File: config.mk
export PLATFORM = sky130hd
export DESIGN_NAME = tar_bank
export DESIGN_NICKNAME = d
export VERILOG_FILES = /design/src/rtl/tar_pkg.sv /design/src/rtl/tar_bank.sv
export SDC_FILE = /design/constraint.sdc
export NUM_CORES = 1
export LEC_CHECK = 0
export CORE_MARGIN = 5
export CORE_UTILIZATION = 50
export CTS_CLUSTER_SIZE = 40
export DETAILED_ROUTE_END_ITERATION = 7
export DONT_BUFFER_PORTS = 1
export GPL_TIMING_DRIVEN = 0
export PLACE_DENSITY = 0.67
export SYNTH_ARGS = -nofsm -noshare
export SYNTH_HDL_FRONTEND = slang
export SYNTH_SLANG_ARGS = --single-unit
export TNS_END_PERCENT = 10
File: constraint.sdc
create_clock -name CLK_SYS -period 5.3 [get_ports CLK_SYS]
set_input_delay 1.06 -clock CLK_SYS [delete_from_list [all_inputs] [get_ports CLK_SYS]]
set_output_delay 1.06 -clock CLK_SYS [all_outputs]
set_load 0.02 [all_outputs]
File: src/rtl/tar_pkg.sv
/*
 * constants and carrier types for the alert, limit, result and id register bank
 * assumes a plain synchronous register port and a sequencer delivering results
 */
package tar_pkg;
	// ---------------------------------------------------------------
	// register indices
	// ---------------------------------------------------------------
	localparam logic [3:0] TAR_ADDR_CTRL3 = 4'h3;
	localparam logic [3:0] TAR_ADDR_MON_HI = 4'h4;
	localparam logic [3:0] TAR_ADDR_MON_LO = 4'h5;
	localparam logic [3:0] TAR_ADDR_THM_HI = 4'h6;
	localparam logic [3:0] TAR_ADDR_THM_LO = 4'h7;
	localparam logic [3:0] TAR_ADDR_RES_VERT = 4'h8;
	localparam logic [3:0] TAR_ADDR_RES_HORZ = 4'h9;
	localparam logic [3:0] TAR_ADDR_RES_PR1 = 4'hA;
	localparam logic [3:0] TAR_ADDR_RES_PR2 = 4'hB;
	localparam logic [3:0] TAR_ADDR_RES_MON = 4'hC;
	localparam logic [3:0] TAR_ADDR_RES_THM = 4'hD;
	localparam logic [3:0] TAR_ADDR_ID = 4'hE;
	localparam logic [3:0] TAR_ADDR_IRQ_STAT = 4'hF;
	localparam logic [3:0] TAR_ADDR_IRQ_EN = 4'h1;
	localparam logic [3:0] TAR_ADDR_IRQ_CLR = 4'h2;
	// ---------------------------------------------------------------
	// control register three fields
	// ---------------------------------------------------------------
	localparam int TAR_B_THM_MASK = 15;
	localparam int TAR_B_MON_MASK = 14;
	localparam int TAR_B_ALERT_MODE = 13;
	localparam int TAR_B_GPIO_MASK = 12;
	localparam int TAR_B_MON_LOW = 11;
	localparam int TAR_B_MON_HIGH = 10;
	localparam int TAR_B_THM_LOW = 9;
	localparam int TAR_B_THM_HIGH = 8;
	localparam int TAR_B_EN_VERT = 7;
	localparam int TAR_B_EN_HORZ = 6;
	localparam int TAR_B_EN_PR1 = 5;
	localparam int TAR_B_EN_PR2 = 4;
	localparam int TAR_B_EN_AUX = 3;
	localparam int TAR_B_EN_BAT = 2;
	localparam int TAR_B_EN_THM = 1;
	localparam logic [15:0] TAR_CTRL3_RST = 16'h0000;
	localparam logic [15:0] TAR_CTRL3_WMASK = 16'hF0FE;
	localparam logic [15:0] TAR_LIMIT_RST = 16'h0000;
	localparam logic [15:0] TAR_RESULT_RST = 16'h0000;
	localparam logic [15:0] TAR_ZERO16 = 16'h0000;
	// ---------------------------------------------------------------
	// interrupt status bits
	// ---------------------------------------------------------------
	localparam int TAR_IRQ_W = 4;
	localparam int TAR_I_DATA = 0;
	localparam int TAR_I_MON_LIM = 1;
	localparam int TAR_I_THM_LIM = 2;
	localparam int TAR_I_GPIO = 3;
	localparam int TAR_NCH = 7;

	typedef enum logic [2:0] {
		TAR_CH_VERT = 3'b000,
		TAR_CH_HORZ = 3'b001,
		TAR_CH_PR1 = 3'b010,
		TAR_CH_PR2 = 3'b011,
		TAR_CH_AUX = 3'b100,
		TAR_CH_BAT = 3'b101,
		TAR_CH_THM = 3'b110,
		TAR_CH_NONE = 3'b111
	} tar_chan_e;

	typedef struct packed {
		logic valid;
		tar_chan_e chan;
		logic [15:0] data;
	} tar_result_s;

	typedef struct packed {
		logic wr;
		logic rd;
		logic [3:0] addr;
		logic [15:0] wdata;
	} tar_bus_s;
endpackage

File: src/rtl/tar_bank.sv
/*
 * control register three, limits, results, id and interrupt gating
 * assumes a sequencer that reports one finished channel per cycle,
 * and a host bus master with one-cycle strobes
 */
// Chosen here: the plain strobed port.
`timescale 1ns/100ps
module tar_bank
	import tar_pkg::*;
#(
	parameter logic [3:0] REVISION = 4'h1, // arbitrary value
	parameter logic [7:0] DEVICE_ID = 8'h5A // arbitrary value
) (
	input wire logic CLK_SYS,
	input wire logic RST_B,
	input wire logic [3:0] REG_ADDR,
	input wire logic [15:0] REG_WDATA,
	input wire logic REG_WR,
	input wire logic REG_RD,
	output logic [15:0] REG_RDATA,
	input wire logic GPIO_FUNC_EN,
	input wire logic GPIO_EVENT,
	input wire tar_result_s RESULT_IN,
	output logic [TAR_NCH-1:0] SEQ_CHAN_EN,
	output logic ALERT_IRQ
);
	initial begin
		if (REVISION > 4'hF) begin
			$error("revision does not fit its field");
		end
	end

	// ---------------------------------------------------------------
	// registers
	// ---------------------------------------------------------------
	tar_bus_s bus;
	logic [15:0] ctrl3_ff;
	logic [15:0] mon_hi_ff, mon_lo_ff, thm_hi_ff, thm_lo_ff;
	logic [15:0] res_ff [0:5];
	logic [TAR_IRQ_W-1:0] irq_stat_ff, irq_en_ff, nxt_irq_stat;
	logic [15:0] rdata_ff;
	logic irq_ff;
	logic [TAR_NCH-1:0] seq_en_ff, nxt_seq_en;
	logic is_mon, is_thm, mon_lo_v, mon_hi_v, thm_lo_v, thm_hi_v;
	logic [TAR_IRQ_W-1:0] ev;

	assign bus = '{wr: REG_WR, rd: REG_RD, addr: REG_ADDR, wdata: REG_WDATA};

	function automatic logic hit(input tar_bus_s b, input logic [3:0] a);
		return b.wr && (b.addr == a);
	endfunction

	assign is_mon = RESULT_IN.valid && (RESULT_IN.chan == TAR_CH_AUX ||
		RESULT_IN.chan == TAR_CH_BAT);
	assign is_thm = RESULT_IN.valid && (RESULT_IN.chan == TAR_CH_THM);
	assign mon_lo_v = RESULT_IN.data < mon_lo_ff;
	assign mon_hi_v = RESULT_IN.data > mon_hi_ff;
	assign thm_lo_v = RESULT_IN.data < thm_lo_ff;
	assign thm_hi_v = RESULT_IN.data > thm_hi_ff;

	// ---------------------------------------------------------------
	// control register three
	// ---------------------------------------------------------------
	always_ff @(posedge CLK_SYS or negedge RST_B) begin
		if (!RST_B) begin
			ctrl3_ff <= TAR_CTRL3_RST;
		end else begin
			if (hit(bus, TAR_ADDR_CTRL3)) begin
				ctrl3_ff <= (bus.wdata & TAR_CTRL3_WMASK) | (ctrl3_ff & ~TAR_CTRL3_WMASK);
			end
			// flags are hardware owned; a monitor or thermal conversion overwrites its own pair
			if (is_mon) begin
				ctrl3_ff[TAR_B_MON_LOW] <= mon_lo_v;
				ctrl3_ff[TAR_B_MON_HIGH] <= mon_hi_v;
			end
			if (is_thm) begin
				ctrl3_ff[TAR_B_THM_LOW] <= thm_lo_v;
				ctrl3_ff[TAR_B_THM_HIGH] <= thm_hi_v;
			end
		end
	end

	// ---------------------------------------------------------------
	// limit registers
	// ---------------------------------------------------------------
	always_ff @(posedge CLK_SYS or negedge RST_B) begin
		if (!RST_B) begin
			mon_hi_ff <= TAR_LIMIT_RST;
			mon_lo_ff <= TAR_LIMIT_RST;
			thm_hi_ff <= TAR_LIMIT_RST;
			thm_lo_ff <= TAR_LIMIT_RST;
		end else begin
			if (hit(bus, TAR_ADDR_MON_HI)) begin
				mon_hi_ff <= bus.wdata;
			end
			if (hit(bus, TAR_ADDR_MON_LO)) begin
				mon_lo_ff <= bus.wdata;
			end
			if (hit(bus, TAR_ADDR_THM_HI)) begin
				thm_hi_ff <= bus.wdata;
			end
			if (hit(bus, TAR_ADDR_THM_LO)) begin
				thm_lo_ff <= bus.wdata;
			end
		end
	end

	// ---------------------------------------------------------------
	// result registers
	// ---------------------------------------------------------------
	// aux and battery both map to slot 4, thermal to slot 5
	genvar gi;
	generate
		for (gi = 0; gi < 6; gi++) begin : g_res
			always_ff @(posedge CLK_SYS or negedge RST_B) begin
				if (!RST_B) begin
					res_ff[gi] <= TAR_RESULT_RST;
				end else if (RESULT_IN.valid) begin
					if (gi < 4 && RESULT_IN.chan == tar_chan_e'(gi)) begin
						res_ff[gi] <= RESULT_IN.data;
					end else if (gi == 4 && is_mon) begin
						res_ff[gi] <= RESULT_IN.data;
					end else if (gi == 5 && is_thm) begin
						res_ff[gi] <= RESULT_IN.data;
					end
				end
			end
		end
	endgenerate

	// ---------------------------------------------------------------
	// sequence enables
	// ---------------------------------------------------------------
	always_comb begin
		nxt_seq_en = {ctrl3_ff[TAR_B_EN_THM], ctrl3_ff[TAR_B_EN_BAT], ctrl3_ff[TAR_B_EN_AUX],
			ctrl3_ff[TAR_B_EN_PR2], ctrl3_ff[TAR_B_EN_PR1], ctrl3_ff[TAR_B_EN_HORZ],
			ctrl3_ff[TAR_B_EN_VERT]};
		if (GPIO_FUNC_EN) begin
			nxt_seq_en[TAR_CH_AUX] = 1'b0;
			nxt_seq_en[TAR_CH_BAT] = 1'b0;
		end else if (nxt_seq_en[TAR_CH_AUX] && nxt_seq_en[TAR_CH_BAT]) begin
			nxt_seq_en[TAR_CH_AUX] = 1'b0;
		end
	end

	always_ff @(posedge CLK_SYS or negedge RST_B) begin
		if (!RST_B) begin
			seq_en_ff <= '0;
		end else begin
			seq_en_ff <= nxt_seq_en;
		end
	end
	assign SEQ_CHAN_EN = seq_en_ff;

	// ---------------------------------------------------------------
	// interrupt events and status
	// ---------------------------------------------------------------
	// data mode: any unmasked result; alert mode: only limit and pin events
	always_comb begin
		ev = '0;
		if (!ctrl3_ff[TAR_B_ALERT_MODE]) begin
			ev[TAR_I_DATA] = RESULT_IN.valid && !(is_thm && ctrl3_ff[TAR_B_THM_MASK]) &&
				!(is_mon && ctrl3_ff[TAR_B_MON_MASK]);
		end else begin
			ev[TAR_I_MON_LIM] = is_mon && !ctrl3_ff[TAR_B_MON_MASK] &&
				(mon_lo_v || mon_hi_v);
			ev[TAR_I_THM_LIM] = is_thm && !ctrl3_ff[TAR_B_THM_MASK] &&
				(thm_lo_v || thm_hi_v);
			ev[TAR_I_GPIO] = GPIO_EVENT && !ctrl3_ff[TAR_B_GPIO_MASK];
		end
	end

	always_comb begin
		nxt_irq_stat = irq_stat_ff;
		if (hit(bus, TAR_ADDR_IRQ_CLR)) begin
			nxt_irq_stat = irq_stat_ff & ~bus.wdata[TAR_IRQ_W-1:0];
		end
		nxt_irq_stat = nxt_irq_stat | ev; // set wins over clear
	end

	always_ff @(posedge CLK_SYS or negedge RST_B) begin
		if (!RST_B) begin
			irq_stat_ff <= '0;
			irq_en_ff <= '0;
			irq_ff <= 1'b0;
		end else begin
			irq_stat_ff <= nxt_irq_stat;
			if (hit(bus, TAR_ADDR_IRQ_EN)) begin
				irq_en_ff <= bus.wdata[TAR_IRQ_W-1:0];
			end
			irq_ff <= |(nxt_irq_stat & irq_en_ff);
		end
	end
	assign ALERT_IRQ = irq_ff;

	// ---------------------------------------------------------------
	// read port
	// ---------------------------------------------------------------
	always_ff @(posedge CLK_SYS or negedge RST_B) begin
		if (!RST_B) begin
			rdata_ff <= TAR_ZERO16;
		end else if (bus.rd) begin
			unique case (bus.addr)
				TAR_ADDR_CTRL3: rdata_ff <= ctrl3_ff;
				TAR_ADDR_MON_HI: rdata_ff <= mon_hi_ff;
				TAR_ADDR_MON_LO: rdata_ff <= mon_lo_ff;
				TAR_ADDR_THM_HI: rdata_ff <= thm_hi_ff;
				TAR_ADDR_THM_LO: rdata_ff <= thm_lo_ff;
				TAR_ADDR_RES_VERT: rdata_ff <= res_ff[0];
				TAR_ADDR_RES_HORZ: rdata_ff <= res_ff[1];
				TAR_ADDR_RES_PR1: rdata_ff <= res_ff[2];
				TAR_ADDR_RES_PR2: rdata_ff <= res_ff[3];
				TAR_ADDR_RES_MON: rdata_ff <= res_ff[4];
				TAR_ADDR_RES_THM: rdata_ff <= res_ff[5];
				TAR_ADDR_ID: rdata_ff <= {4'h0, REVISION, DEVICE_ID};
				TAR_ADDR_IRQ_STAT: rdata_ff <= {12'h000, irq_stat_ff};
				TAR_ADDR_IRQ_EN: rdata_ff <= {12'h000, irq_en_ff};
				default: rdata_ff <= TAR_ZERO16;
			endcase
		end else begin
			rdata_ff <= TAR_ZERO16;
		end
	end
	assign REG_RDATA = rdata_ff;

	// ---------------------------------------------------------------
	// checks
	// ---------------------------------------------------------------
	a_thm_mask_blocks: assert property (@(posedge CLK_SYS) disable iff (!RST_B)
		is_thm && ctrl3_ff[TAR_B_THM_MASK] |-> !ev[TAR_I_DATA] && !ev[TAR_I_THM_LIM])
		else $error("masked thermal result raised an event");
	a_mon_mask_blocks: assert property (@(posedge CLK_SYS) disable iff (!RST_B)
		is_mon && ctrl3_ff[TAR_B_MON_MASK] |-> !ev[TAR_I_DATA] && !ev[TAR_I_MON_LIM])
		else $error("masked monitor result raised an event");
	a_mode_alert_only: assert property (@(posedge CLK_SYS) disable iff (!RST_B)
		ctrl3_ff[TAR_B_ALERT_MODE] |-> !ev[TAR_I_DATA])
		else $error("data event in alert mode");
	a_gpio_mask: assert property (@(posedge CLK_SYS) disable iff (!RST_B)
		ctrl3_ff[TAR_B_GPIO_MASK] |-> !ev[TAR_I_GPIO])
		else $error("masked pin raised alert");
	a_mon_flags: assert property (@(posedge CLK_SYS) disable iff (!RST_B)
		is_mon && !hit(bus, TAR_ADDR_CTRL3) |=> ctrl3_ff[TAR_B_MON_LOW] == $past(mon_lo_v)
		&& ctrl3_ff[TAR_B_MON_HIGH] == $past(mon_hi_v))
		else $error("monitor limit flags wrong");
	a_thm_flags: assert property (@(posedge CLK_SYS) disable iff (!RST_B)
		is_thm && !hit(bus, TAR_ADDR_CTRL3) |=> ctrl3_ff[TAR_B_THM_LOW] == $past(thm_lo_v)
		&& ctrl3_ff[TAR_B_THM_HIGH] == $past(thm_hi_v))
		else $error("thermal limit flags wrong");
	a_gpio_skips: assert property (@(posedge CLK_SYS) disable iff (!RST_B)
		GPIO_FUNC_EN |=> !SEQ_CHAN_EN[TAR_CH_AUX] && !SEQ_CHAN_EN[TAR_CH_BAT])
		else $error("aux or battery enabled with pin function");
	a_aux_dropped: assert property (@(posedge CLK_SYS) disable iff (!RST_B)
		!GPIO_FUNC_EN && ctrl3_ff[TAR_B_EN_AUX] && ctrl3_ff[TAR_B_EN_BAT]
		|=> SEQ_CHAN_EN[TAR_CH_BAT] && !SEQ_CHAN_EN[TAR_CH_AUX])
		else $error("aux not dropped in favour of battery");
	a_limit_write: assert property (@(posedge CLK_SYS) disable iff (!RST_B)
		hit(bus, TAR_ADDR_THM_HI) |=> thm_hi_ff == $past(bus.wdata))
		else $error("limit write lost");
	a_id_read: assert property (@(posedge CLK_SYS) disable iff (!RST_B)
		bus.rd && bus.addr == TAR_ADDR_ID |=> REG_RDATA[15:12] == 4'h0
		&& REG_RDATA[11:8] == REVISION && REG_RDATA[7:0] == DEVICE_ID)
		else $error("id read wrong");

	// ---------------------------------------------------------------
	// checks on reset, registers and the read port
	// ---------------------------------------------------------------
	// no disable here: these must hold on every edge while reset is low
	a_reset_values: assert property (@(posedge CLK_SYS)
		!RST_B |-> ctrl3_ff == TAR_CTRL3_RST && seq_en_ff == '0 && irq_ff == 1'b0
		&& mon_hi_ff == TAR_LIMIT_RST && mon_lo_ff == TAR_LIMIT_RST
		&& thm_hi_ff == TAR_LIMIT_RST && thm_lo_ff == TAR_LIMIT_RST
		&& rdata_ff == TAR_ZERO16)
		else $error("register not at reset value");
	a_results_reset: assert property (@(posedge CLK_SYS)
		!RST_B |-> res_ff[0] == TAR_RESULT_RST && res_ff[1] == TAR_RESULT_RST
		&& res_ff[2] == TAR_RESULT_RST && res_ff[3] == TAR_RESULT_RST
		&& res_ff[4] == TAR_RESULT_RST && res_ff[5] == TAR_RESULT_RST)
		else $error("result register not cleared by reset");
	a_ctrl3_write: assert property (@(posedge CLK_SYS) disable iff (!RST_B)
		hit(bus, TAR_ADDR_CTRL3) |=> (ctrl3_ff & TAR_CTRL3_WMASK)
		== ($past(bus.wdata) & TAR_CTRL3_WMASK))
		else $error("control register three write lost");
	// the bit below the thermal enable is the unused one
	a_unused_bit: assert property (@(posedge CLK_SYS) disable iff (!RST_B)
		ctrl3_ff[TAR_B_EN_THM-1] == 1'b0)
		else $error("unused control bit set");
	a_limit_mon_hi: assert property (@(posedge CLK_SYS) disable iff (!RST_B)
		hit(bus, TAR_ADDR_MON_HI) |=> mon_hi_ff == $past(bus.wdata))
		else $error("monitor high limit write lost");
	a_limit_mon_lo: assert property (@(posedge CLK_SYS) disable iff (!RST_B)
		hit(bus, TAR_ADDR_MON_LO) |=> mon_lo_ff == $past(bus.wdata))
		else $error("monitor low limit write lost");
	a_limit_thm_lo: assert property (@(posedge CLK_SYS) disable iff (!RST_B)
		hit(bus, TAR_ADDR_THM_LO) |=> thm_lo_ff == $past(bus.wdata))
		else $error("thermal low limit write lost");
	a_limit_read: assert property (@(posedge CLK_SYS) disable iff (!RST_B)
		bus.rd && bus.addr == TAR_ADDR_THM_LO |=> REG_RDATA == $past(thm_lo_ff))
		else $error("limit read wrong");
	a_result_read: assert property (@(posedge CLK_SYS) disable iff (!RST_B)
		bus.rd && bus.addr == TAR_ADDR_RES_VERT |=> REG_RDATA == $past(res_ff[0]))
		else $error("vertical result read wrong");
	a_mon_read: assert property (@(posedge CLK_SYS) disable iff (!RST_B)
		bus.rd && bus.addr == TAR_ADDR_RES_MON |=> REG_RDATA == $past(res_ff[4]))
		else $error("monitor result read wrong");
	a_rdata_idle: assert property (@(posedge CLK_SYS) disable iff (!RST_B)
		!bus.rd |=> REG_RDATA == TAR_ZERO16)
		else $error("read data outside its cycle");
	a_results_hold: assert property (@(posedge CLK_SYS) disable iff (!RST_B)
		!RESULT_IN.valid |=> $stable(res_ff[0]) && $stable(res_ff[1])
		&& $stable(res_ff[2]) && $stable(res_ff[3])
		&& $stable(res_ff[4]) && $stable(res_ff[5]))
		else $error("result register changed with no conversion");

	// ---------------------------------------------------------------
	// checks on results, flags, channel enables and the interrupt
	// ---------------------------------------------------------------
	a_res_vert: assert property (@(posedge CLK_SYS) disable iff (!RST_B)
		RESULT_IN.valid && RESULT_IN.chan == TAR_CH_VERT |=> res_ff[0] == $past(RESULT_IN.data))
		else $error("vertical result not stored");
	a_res_horz: assert property (@(posedge CLK_SYS) disable iff (!RST_B)
		RESULT_IN.valid && RESULT_IN.chan == TAR_CH_HORZ |=> res_ff[1] == $past(RESULT_IN.data))
		else $error("horizontal result not stored");
	a_res_pr1: assert property (@(posedge CLK_SYS) disable iff (!RST_B)
		RESULT_IN.valid && RESULT_IN.chan == TAR_CH_PR1 |=> res_ff[2] == $past(RESULT_IN.data))
		else $error("first pressure result not stored");
	a_res_pr2: assert property (@(posedge CLK_SYS) disable iff (!RST_B)
		RESULT_IN.valid && RESULT_IN.chan == TAR_CH_PR2 |=> res_ff[3] == $past(RESULT_IN.data))
		else $error("second pressure result not stored");
	a_res_mon: assert property (@(posedge CLK_SYS) disable iff (!RST_B)
		is_mon |=> res_ff[4] == $past(RESULT_IN.data))
		else $error("monitor result not stored");
	a_res_thm: assert property (@(posedge CLK_SYS) disable iff (!RST_B)
		is_thm |=> res_ff[5] == $past(RESULT_IN.data))
		else $error("thermal result not stored");
	a_mon_flags_hold: assert property (@(posedge CLK_SYS) disable iff (!RST_B)
		!is_mon |=> ctrl3_ff[TAR_B_MON_LOW] == $past(ctrl3_ff[TAR_B_MON_LOW])
		&& ctrl3_ff[TAR_B_MON_HIGH] == $past(ctrl3_ff[TAR_B_MON_HIGH]))
		else $error("monitor flags changed with no conversion");
	a_thm_flags_hold: assert property (@(posedge CLK_SYS) disable iff (!RST_B)
		!is_thm |=> ctrl3_ff[TAR_B_THM_LOW] == $past(ctrl3_ff[TAR_B_THM_LOW])
		&& ctrl3_ff[TAR_B_THM_HIGH] == $past(ctrl3_ff[TAR_B_THM_HIGH]))
		else $error("thermal flags changed with no conversion");
	a_seq_map: assert property (@(posedge CLK_SYS) disable iff (!RST_B)
		1'b1 |=> SEQ_CHAN_EN[TAR_CH_VERT] == $past(ctrl3_ff[TAR_B_EN_VERT])
		&& SEQ_CHAN_EN[TAR_CH_HORZ] == $past(ctrl3_ff[TAR_B_EN_HORZ])
		&& SEQ_CHAN_EN[TAR_CH_PR1] == $past(ctrl3_ff[TAR_B_EN_PR1])
		&& SEQ_CHAN_EN[TAR_CH_PR2] == $past(ctrl3_ff[TAR_B_EN_PR2])
		&& SEQ_CHAN_EN[TAR_CH_THM] == $past(ctrl3_ff[TAR_B_EN_THM]))
		else $error("channel enable mapping wrong");
	a_data_event: assert property (@(posedge CLK_SYS) disable iff (!RST_B)
		!ctrl3_ff[TAR_B_ALERT_MODE] && RESULT_IN.valid && !is_thm && !is_mon
		|-> ev[TAR_I_DATA])
		else $error("data event missing");
	a_thm_alert: assert property (@(posedge CLK_SYS) disable iff (!RST_B)
		ctrl3_ff[TAR_B_ALERT_MODE] && is_thm && !ctrl3_ff[TAR_B_THM_MASK]
		&& (thm_lo_v || thm_hi_v) |-> ev[TAR_I_THM_LIM])
		else $error("thermal alert missing");
	a_mon_alert: assert property (@(posedge CLK_SYS) disable iff (!RST_B)
		ctrl3_ff[TAR_B_ALERT_MODE] && is_mon && !ctrl3_ff[TAR_B_MON_MASK]
		&& (mon_lo_v || mon_hi_v) |-> ev[TAR_I_MON_LIM])
		else $error("monitor alert missing");
	a_gpio_alert: assert property (@(posedge CLK_SYS) disable iff (!RST_B)
		ctrl3_ff[TAR_B_ALERT_MODE] && GPIO_EVENT && !ctrl3_ff[TAR_B_GPIO_MASK]
		|-> ev[TAR_I_GPIO])
		else $error("pin alert missing");
	a_set_wins: assert property (@(posedge CLK_SYS) disable iff (!RST_B)
		ev != '0 |=> (irq_stat_ff & $past(ev)) == $past(ev))
		else $error("event lost in status");
	a_clear_works: assert property (@(posedge CLK_SYS) disable iff (!RST_B)
		hit(bus, TAR_ADDR_IRQ_CLR) && ev == '0
		|=> (irq_stat_ff & $past(bus.wdata[TAR_IRQ_W-1:0])) == '0)
		else $error("status clear lost");
	a_stat_sticky: assert property (@(posedge CLK_SYS) disable iff (!RST_B)
		!hit(bus, TAR_ADDR_IRQ_CLR)
		|=> (irq_stat_ff & $past(irq_stat_ff)) == $past(irq_stat_ff))
		else $error("status bit dropped without clear");
	a_irq_level: assert property (@(posedge CLK_SYS) disable iff (!RST_B)
		1'b1 |=> ALERT_IRQ == |(irq_stat_ff & $past(irq_en_ff)))
		else $error("interrupt level wrong");
endmodule

* Word-level counts from Yosys, hierarchy flattened
Cells that the tools add are included.
** Storage, ports and cells
- Flip-flop bits (word level) :: 208
- Input bits :: 46
- Output and inout port bits :: 24
- Logic and storage cells :: 96
** Operators by class
- Order comparisons :: 4
- Eq/ne operators :: 21
- Multiplexer cells :: 11
- Bitwise gates (word level) :: 5
- Reductions and logical operators :: 37
** Operators with widths (count)
- one-hot mux 16 bit (14 select lines) :: 1
- equality test 4 bit, second input constant :: 8
- > comparator 16 bit :: 2
- < comparator 16 bit :: 2
- logical AND 1 bit :: 19
- equality test 4 x 3 -> 1 bit, second input constant :: 4
- 2-to-1 mux 16 bit :: 1
- OR 16 x 12 -> 16 bit :: 1
- 2-to-1 mux 12 bit :: 1
- AND reduction 2 bit :: 6
- equality test 3 bit, second input constant :: 3
- bitwise AND 4 bit :: 2
- equality test 4 x 2 -> 1 bit, second input constant :: 2
- equality test 3 x 2 -> 1 bit, second input constant :: 2
- logical NOT 1 bit :: 5
- equality test 4 x 1 -> 1 bit, second input constant :: 1
- 2-to-1 mux 1 bit :: 4
- 2-to-1 mux 2 bit :: 2
- 2-to-1 mux 4 bit :: 1
- inverter 4 bit :: 1
- OR 4 bit :: 1
- nonzero test 2 bit :: 2
- OR reduction 4 bit :: 1
- equality test 3 x 1 -> 1 bit, second input constant :: 1
- other kinds (3) :: 5

* Logic depth before layout (Yosys ltp)
- Depth in word-level cells :: 10
- Mapped depth :: 8
- Depth with buffers taken out :: 8

* Worst setup path before layout
No wires, ideal clock.
- Kind :: input to register
- From :: input port RESULT_IN[10] in the netlist's numbering
- To :: register irq_ff (netlist: ALERT_IRQ)
- Setup time :: 0.124 ns
- Data arrival time :: 2.566 ns
- Required time :: 5.176 ns
- Slack :: 2.610 ns
- Cell stages on the path :: 6
- Path buffers :: 0
- Cells stage by stage :: ha_1 -> nand3_1 -> or4_1 -> o2111ai_2 -> o22ai_1 -> a211o_1
** Between the ends
- Longest elaborated chain between the ends :: 7
- Elaborated cells on any way between the ends :: 12
- Classes of those cells :: order compare (4); mux (1); bitwise (2); reduce/logical (5)
** RTL lines
- start, declared :: line tar_bank.sv:23 : input wire tar_result_s RESULT_IN,
- < comparator 16 bit, or another cell as far along :: line tar_bank.sv:56 : assign mon_lo_v = RESULT_IN.data < mon_lo_ff;
- logical OR 1 bit (on tied branches) :: line tar_bank.sv:166, tar_bank.sv:168
- logical AND 1 bit (on tied branches) :: line tar_bank.sv:165, tar_bank.sv:167
- 2-to-1 mux 3 bit * :: line tar_bank.sv:161 : if (!ctrl3_ff[TAR_B_ALERT_MODE]) begin
- OR 4 bit * :: line tar_bank.sv:178 : nxt_irq_stat = nxt_irq_stat | ev;
- bitwise AND 4 bit * :: line tar_bank.sv:191 : irq_ff <= |(nxt_irq_stat & irq_en_ff);
- OR reduction 4 bit * :: line tar_bank.sv:191
- end signal, assigned :: line tar_bank.sv:191
- end, declared :: line tar_bank.sv:42 : logic irq_ff;
Every way passes the cells marked *; elsewhere a longest branch is shown, timed or not.
A chain may end at the register's enable or synchronous reset.

* Final worst setup path
- From :: input port REG_ADDR[1]
- To :: register rdata_ff[12] (netlist: REG_RDATA[12])
** Between the ends
- Longest elaborated chain between the ends :: 3
- Elaborated cells on any way between the ends :: 16
- Classes of those cells :: eq/ne (14); mux (2)
** RTL lines
- start, declared :: line tar_bank.sv:16 : input wire logic [3:0] REG_ADDR,
- equality test 4 x 1 -> 1 bit, or another cell as far along :: line tar_bank.sv:203 : unique case (bus.addr)
- one-hot mux 16 bit (14 select lines) * :: line tar_bank.sv:203
- 2-to-1 mux 16 bit * :: line tar_bank.sv:202 : end else if (bus.rd) begin
- end signal, assigned :: line tar_bank.sv:204 : TAR_ADDR_CTRL3: rdata_ff <= ctrl3_ff;
- end signal, assigned :: line tar_bank.sv:205 : TAR_ADDR_MON_HI: rdata_ff <= mon_hi_ff;
- end signal, assigned :: line tar_bank.sv:206 : TAR_ADDR_MON_LO: rdata_ff <= mon_lo_ff;
- end, declared :: line tar_bank.sv:41 : logic [15:0] rdata_ff;
Marks and branches as above.

==> run_results.csv <==
group,metric,value,unit
status,status,"completed",
logic_synthesis,synth_seq_cells,207,
drt,wl_per_cell,26.8,um
place,io_buffers,0,
global_routing,grt_pass1_wl,47200,um
final_layout,diodes,0,
clocking,cts_tree,"done",
timing,slew-limit-headroom,27.0,%
clocking,clock_latency,0.51,ns
drt,drt_iter0_markers,713,
worst_setup_path,cpMostUsedCell,"buf_2",
final_layout,nets,978,
floorplan,rows,52,
worst_setup_path,worstPathArrival,3.25,ns
worst_setup_path,path_delay_family,"simple AND/OR/NAND/NOR gates",
clocking,root_buffer,"clkbuf_16",
worst_setup_path,rr_endpoint,"ALERT_IRQ$_DFF_PN0_",
final_layout,drive_above_1_share,28.5,%
worst_setup_path,rr_worst_depth,8,
logic_synthesis,synth-main-ff-cell,"dfrtp_1",
drt,drc,0,
logic_synthesis,synth_area,10300,um^2
logic_synthesis,synthTopCellsByArea,"dfrtp_1, mux2_2, ha_1",
hold_path,hp-class,"input pin to asynchronous set/reset pin",
final_layout,area_growth,11.0,%
timing,tns,0,ns
clocking,htree_levels,1,
timing,finalCriticalPeriod,2.84,ns
place,pre_cts_ws,2.02,ns
logic_synthesis,syn-mean-instance-area,12.2,um^2
power_and_ir_drop,peakVddDrop,192,uV
logic_synthesis,synth.distinct_cells,57,
drt,antenna_left,0,
clocking,clk_pin_slew,0.06,ns
worst_setup_path,slowest_delay,0.77,ns
worst_setup_path,cp-start-kind,"input pin",
floorplan,initial_utilization,50.9,%
logic_synthesis,synth-edff-count,0,
floorplan,die-area,23600,um^2
global_routing,antenna_found_initial,0,
global_routing,globalRoute.totalOverflow,0,
floorplan,die_w,154,um
drt,wl,31000,um
worst_setup_path,cp_max_fo,10,
global_routing,grt_max_degree,208,
logic_synthesis,synth_fp_nets,953,
clocking,postCtsSetupBuffers,0,
logic_synthesis,synth_common_cells,"dfrtp_1, mux2_2, inv_1, ha_1, nand2_1",
floorplan,ios,70,
logic_synthesis,asyncSetResetFlopFracSynth,100,%
clocking,holdBufCountCts,0,
global_routing,global_route.usage.total,26.2,%
logic_synthesis,yosysMostFrequentCell,"dfrtp_1",
logic_synthesis,synth_top_area_share,50.2,%
place,dpl.hpwl,21000,um
worst_setup_path,required,5.71,ns
timing,hold_violations,0,
final_layout,fillers,1738,
worst_setup_path,critPathCaptureType,"flip-flop",
timing,drv_slew,0,
logic_synthesis,synth_area_leader_cell,"dfrtp_1",
place,globalplace.congestion,0.963,
drt,vias_per_cell,6.29,
drt,vias,7269,
worst_setup_path,cp-startpoint,"REG_ADDR[1]",
logic_synthesis,ys_seq_area_share,50.2,%
worst_setup_path,timing.rr.start,"thm_lo_ff[9]$_DFFE_PN0P_",
timing,fin_skew,0.0123,ns
timing,setup_violations,0,
drt,first_pass_iters,5,
floorplan,die_h,154,um
worst_setup_path,path_class,"input pin to flip-flop",
worst_setup_path,crit_slowest_cell,"nor2_1",
timing,post-route-period-util,53.5,%
clocking,cts.repair.resized,0,
timing,tightest_slew,1.09,ns
worst_setup_path,crit_buf_inv,2,
logic_synthesis,yosys_warnings,0,
worst_setup_path,rrSetupSlack,2.75,ns
power_and_ir_drop,power.density,408,nW/um^2
clocking,cts_buffers,23,
clocking,cts_sinks,207,
worst_setup_path,path_cells,"buf_2 -> nand2b_4 -> nor2_1 -> buf_2 -> a22oi_1 -> and4_1 -> a21oi_1",
timing,fmax,0.352,GHz
power_and_ir_drop,leakage,0.00507,uW
global_routing,grt_pass1_vias,7420,
timing,finalWorstSetupSlack,2.46,ns
clocking,cts_buffer_depth,3,
logic_synthesis,netlist_instances,845,
timing,rsz0062_at_grt,"no",
run,drv_cap,0,
floorplan,core_area,20300,um^2
-- power by group --
group	leakage (uW)	switching [uW]	internal, uW	total, uW
sequential	0.00252	267	1920	2190
clock	0.000393	644	1040	1690
combinational	0.00216	381	423	805
total	0.00507	1290	3390	4680
-- worst reg2reg max path: stages, from the launching register on --
cell and delay (ns):
dfrtp_1 0.38, inv_1 0.06, ha_1 0.29, a21oi_1 0.06, o21ai_0 0.49, a211oi_1 0.23, o31ai_1 0.46, o211ai_1 0.16
a211o_1 0.29
-- cells by family (layout without fill, tap and decap cells) --
logic type	after synthesis	in the layout	synth area share, %
multiplexers	173	173	18.9
AO/OA/AOI/OAI	171	171	12.1
AND/OR/NAND/NOR	129	129	7.14
buffers and inverters	103	143	4.18
adder cells (fa/ha/maj)	62	62	7.51
flip-flops	207	207	50.2
-- sequential cells by signal (all words and copies together) (netlist names) --
signal,count
SEQ_CHAN_EN,7
ALERT_IRQ,1
REG_RDATA,16
irq_en_ff,4
thm_lo_ff,16
ctrl3_ff,15
res_ff,96
thm_hi_ff,16
mon_hi_ff,16
mon_lo_ff,16
irq_stat_ff,4
-- per-layer routing --
metal  up-vias  part of all wire [%]  GRT usage, %  routed length [um]
met5         -                     0             0                   0
met4         0                   2.5          7.44                 765
met3        45                   8.2          5.65                2550
met2       298                    46          41.7               14400
met1      3729                    43          36.6               13300
li1       3197                     -             -                   -
-- stage by stage --
step | hold slack, ns | cells | util, % | cell area [um^2] | total power [uW]
2_1_floorplan | 0.369 | 845 | - | 10300 | 2750
3_3_place_gp | 0.393 | 1115 | 52.5 | 10700 | 2970
3_5_place_dp | 0.397 | 1115 | 52.6 | 10700 | 3000
4_1_cts | 0.245 | 1155 | 56.5 | 11500 | 4680
5_1_grt | 0.239 | 1155 | 56.5 | 11500 | 4900
6_report | 0.256 | 1155 | 56.5 | 11500 | 4680
-- cell type report --
type                            count  area (um^2)  area share [%]
Sequential cell                   207         5180            45.2
Buffer                             34          173            1.51
Clock buffer                       31          646            5.63
Inverter                           69          259            2.26
Multi-Input combinational cell    535         4720            41.2
Tap cell                          270          338            2.95
Clock inverter                      9          145            1.27
-- placed cells by master, fill, tap and decap left out, drive strengths merged, types with 2 or more instances in the layout --
| cell type | synthesis | final |
|---|---|---|
| a211oi | 3 | 3 |
| a21o | 7 | 7 |
| a21oi | 26 | 26 |
| a221oi | 21 | 21 |
| a222oi | 13 | 13 |
| a22o | 19 | 19 |
| a22oi | 25 | 25 |
| a31oi | 16 | 16 |
| a32o | 2 | 2 |
| a32oi | 2 | 2 |
| and3 | 4 | 4 |
| buf | 23 | 23 |
| bufinv | 0 | 4 |
| clkbuf | 11 | 42 |
| clkinv | 0 | 5 |
| dfrtp | 207 | 207 |
| ha | 62 | 62 |
| inv | 69 | 69 |
| mux2 | 173 | 173 |
| nand2 | 33 | 33 |
| nand2b | 6 | 6 |
| nand3 | 17 | 17 |
| nand3b | 3 | 3 |
| nand4 | 14 | 14 |
| nor2 | 20 | 20 |
| nor2b | 5 | 5 |
| nor3 | 10 | 10 |
| nor3b | 6 | 6 |
| nor4b | 2 | 2 |
| o211ai | 4 | 4 |
| o21ai | 19 | 19 |
| o22ai | 2 | 2 |
| o31ai | 4 | 4 |
| or2 | 3 | 3 |
-- worst max-delay path by stage --
| stage | to | slack, ns | depth (start not counted) |
|---|---|---|---|
| 6_report | REG_RDATA[12]$_DFF_PN0_ | 2.46 | 7 |
| 5_1_grt | REG_RDATA[12]$_DFF_PN0_ | 2.47 | 7 |
| 4_1_cts | REG_RDATA[12]$_DFF_PN0_ | 2.52 | 7 |
| 3_5_place_dp | REG_RDATA[12]$_DFF_PN0_ | 2.02 | 7 |
| 3_3_place_gp | REG_RDATA[14]$_DFF_PN0_ | 1.73 | 4 |
| 2_1_floorplan | ALERT_IRQ$_DFF_PN0_ | 2.61 | 6 |
No activity file was read; power rests on OpenSTA's default activity.
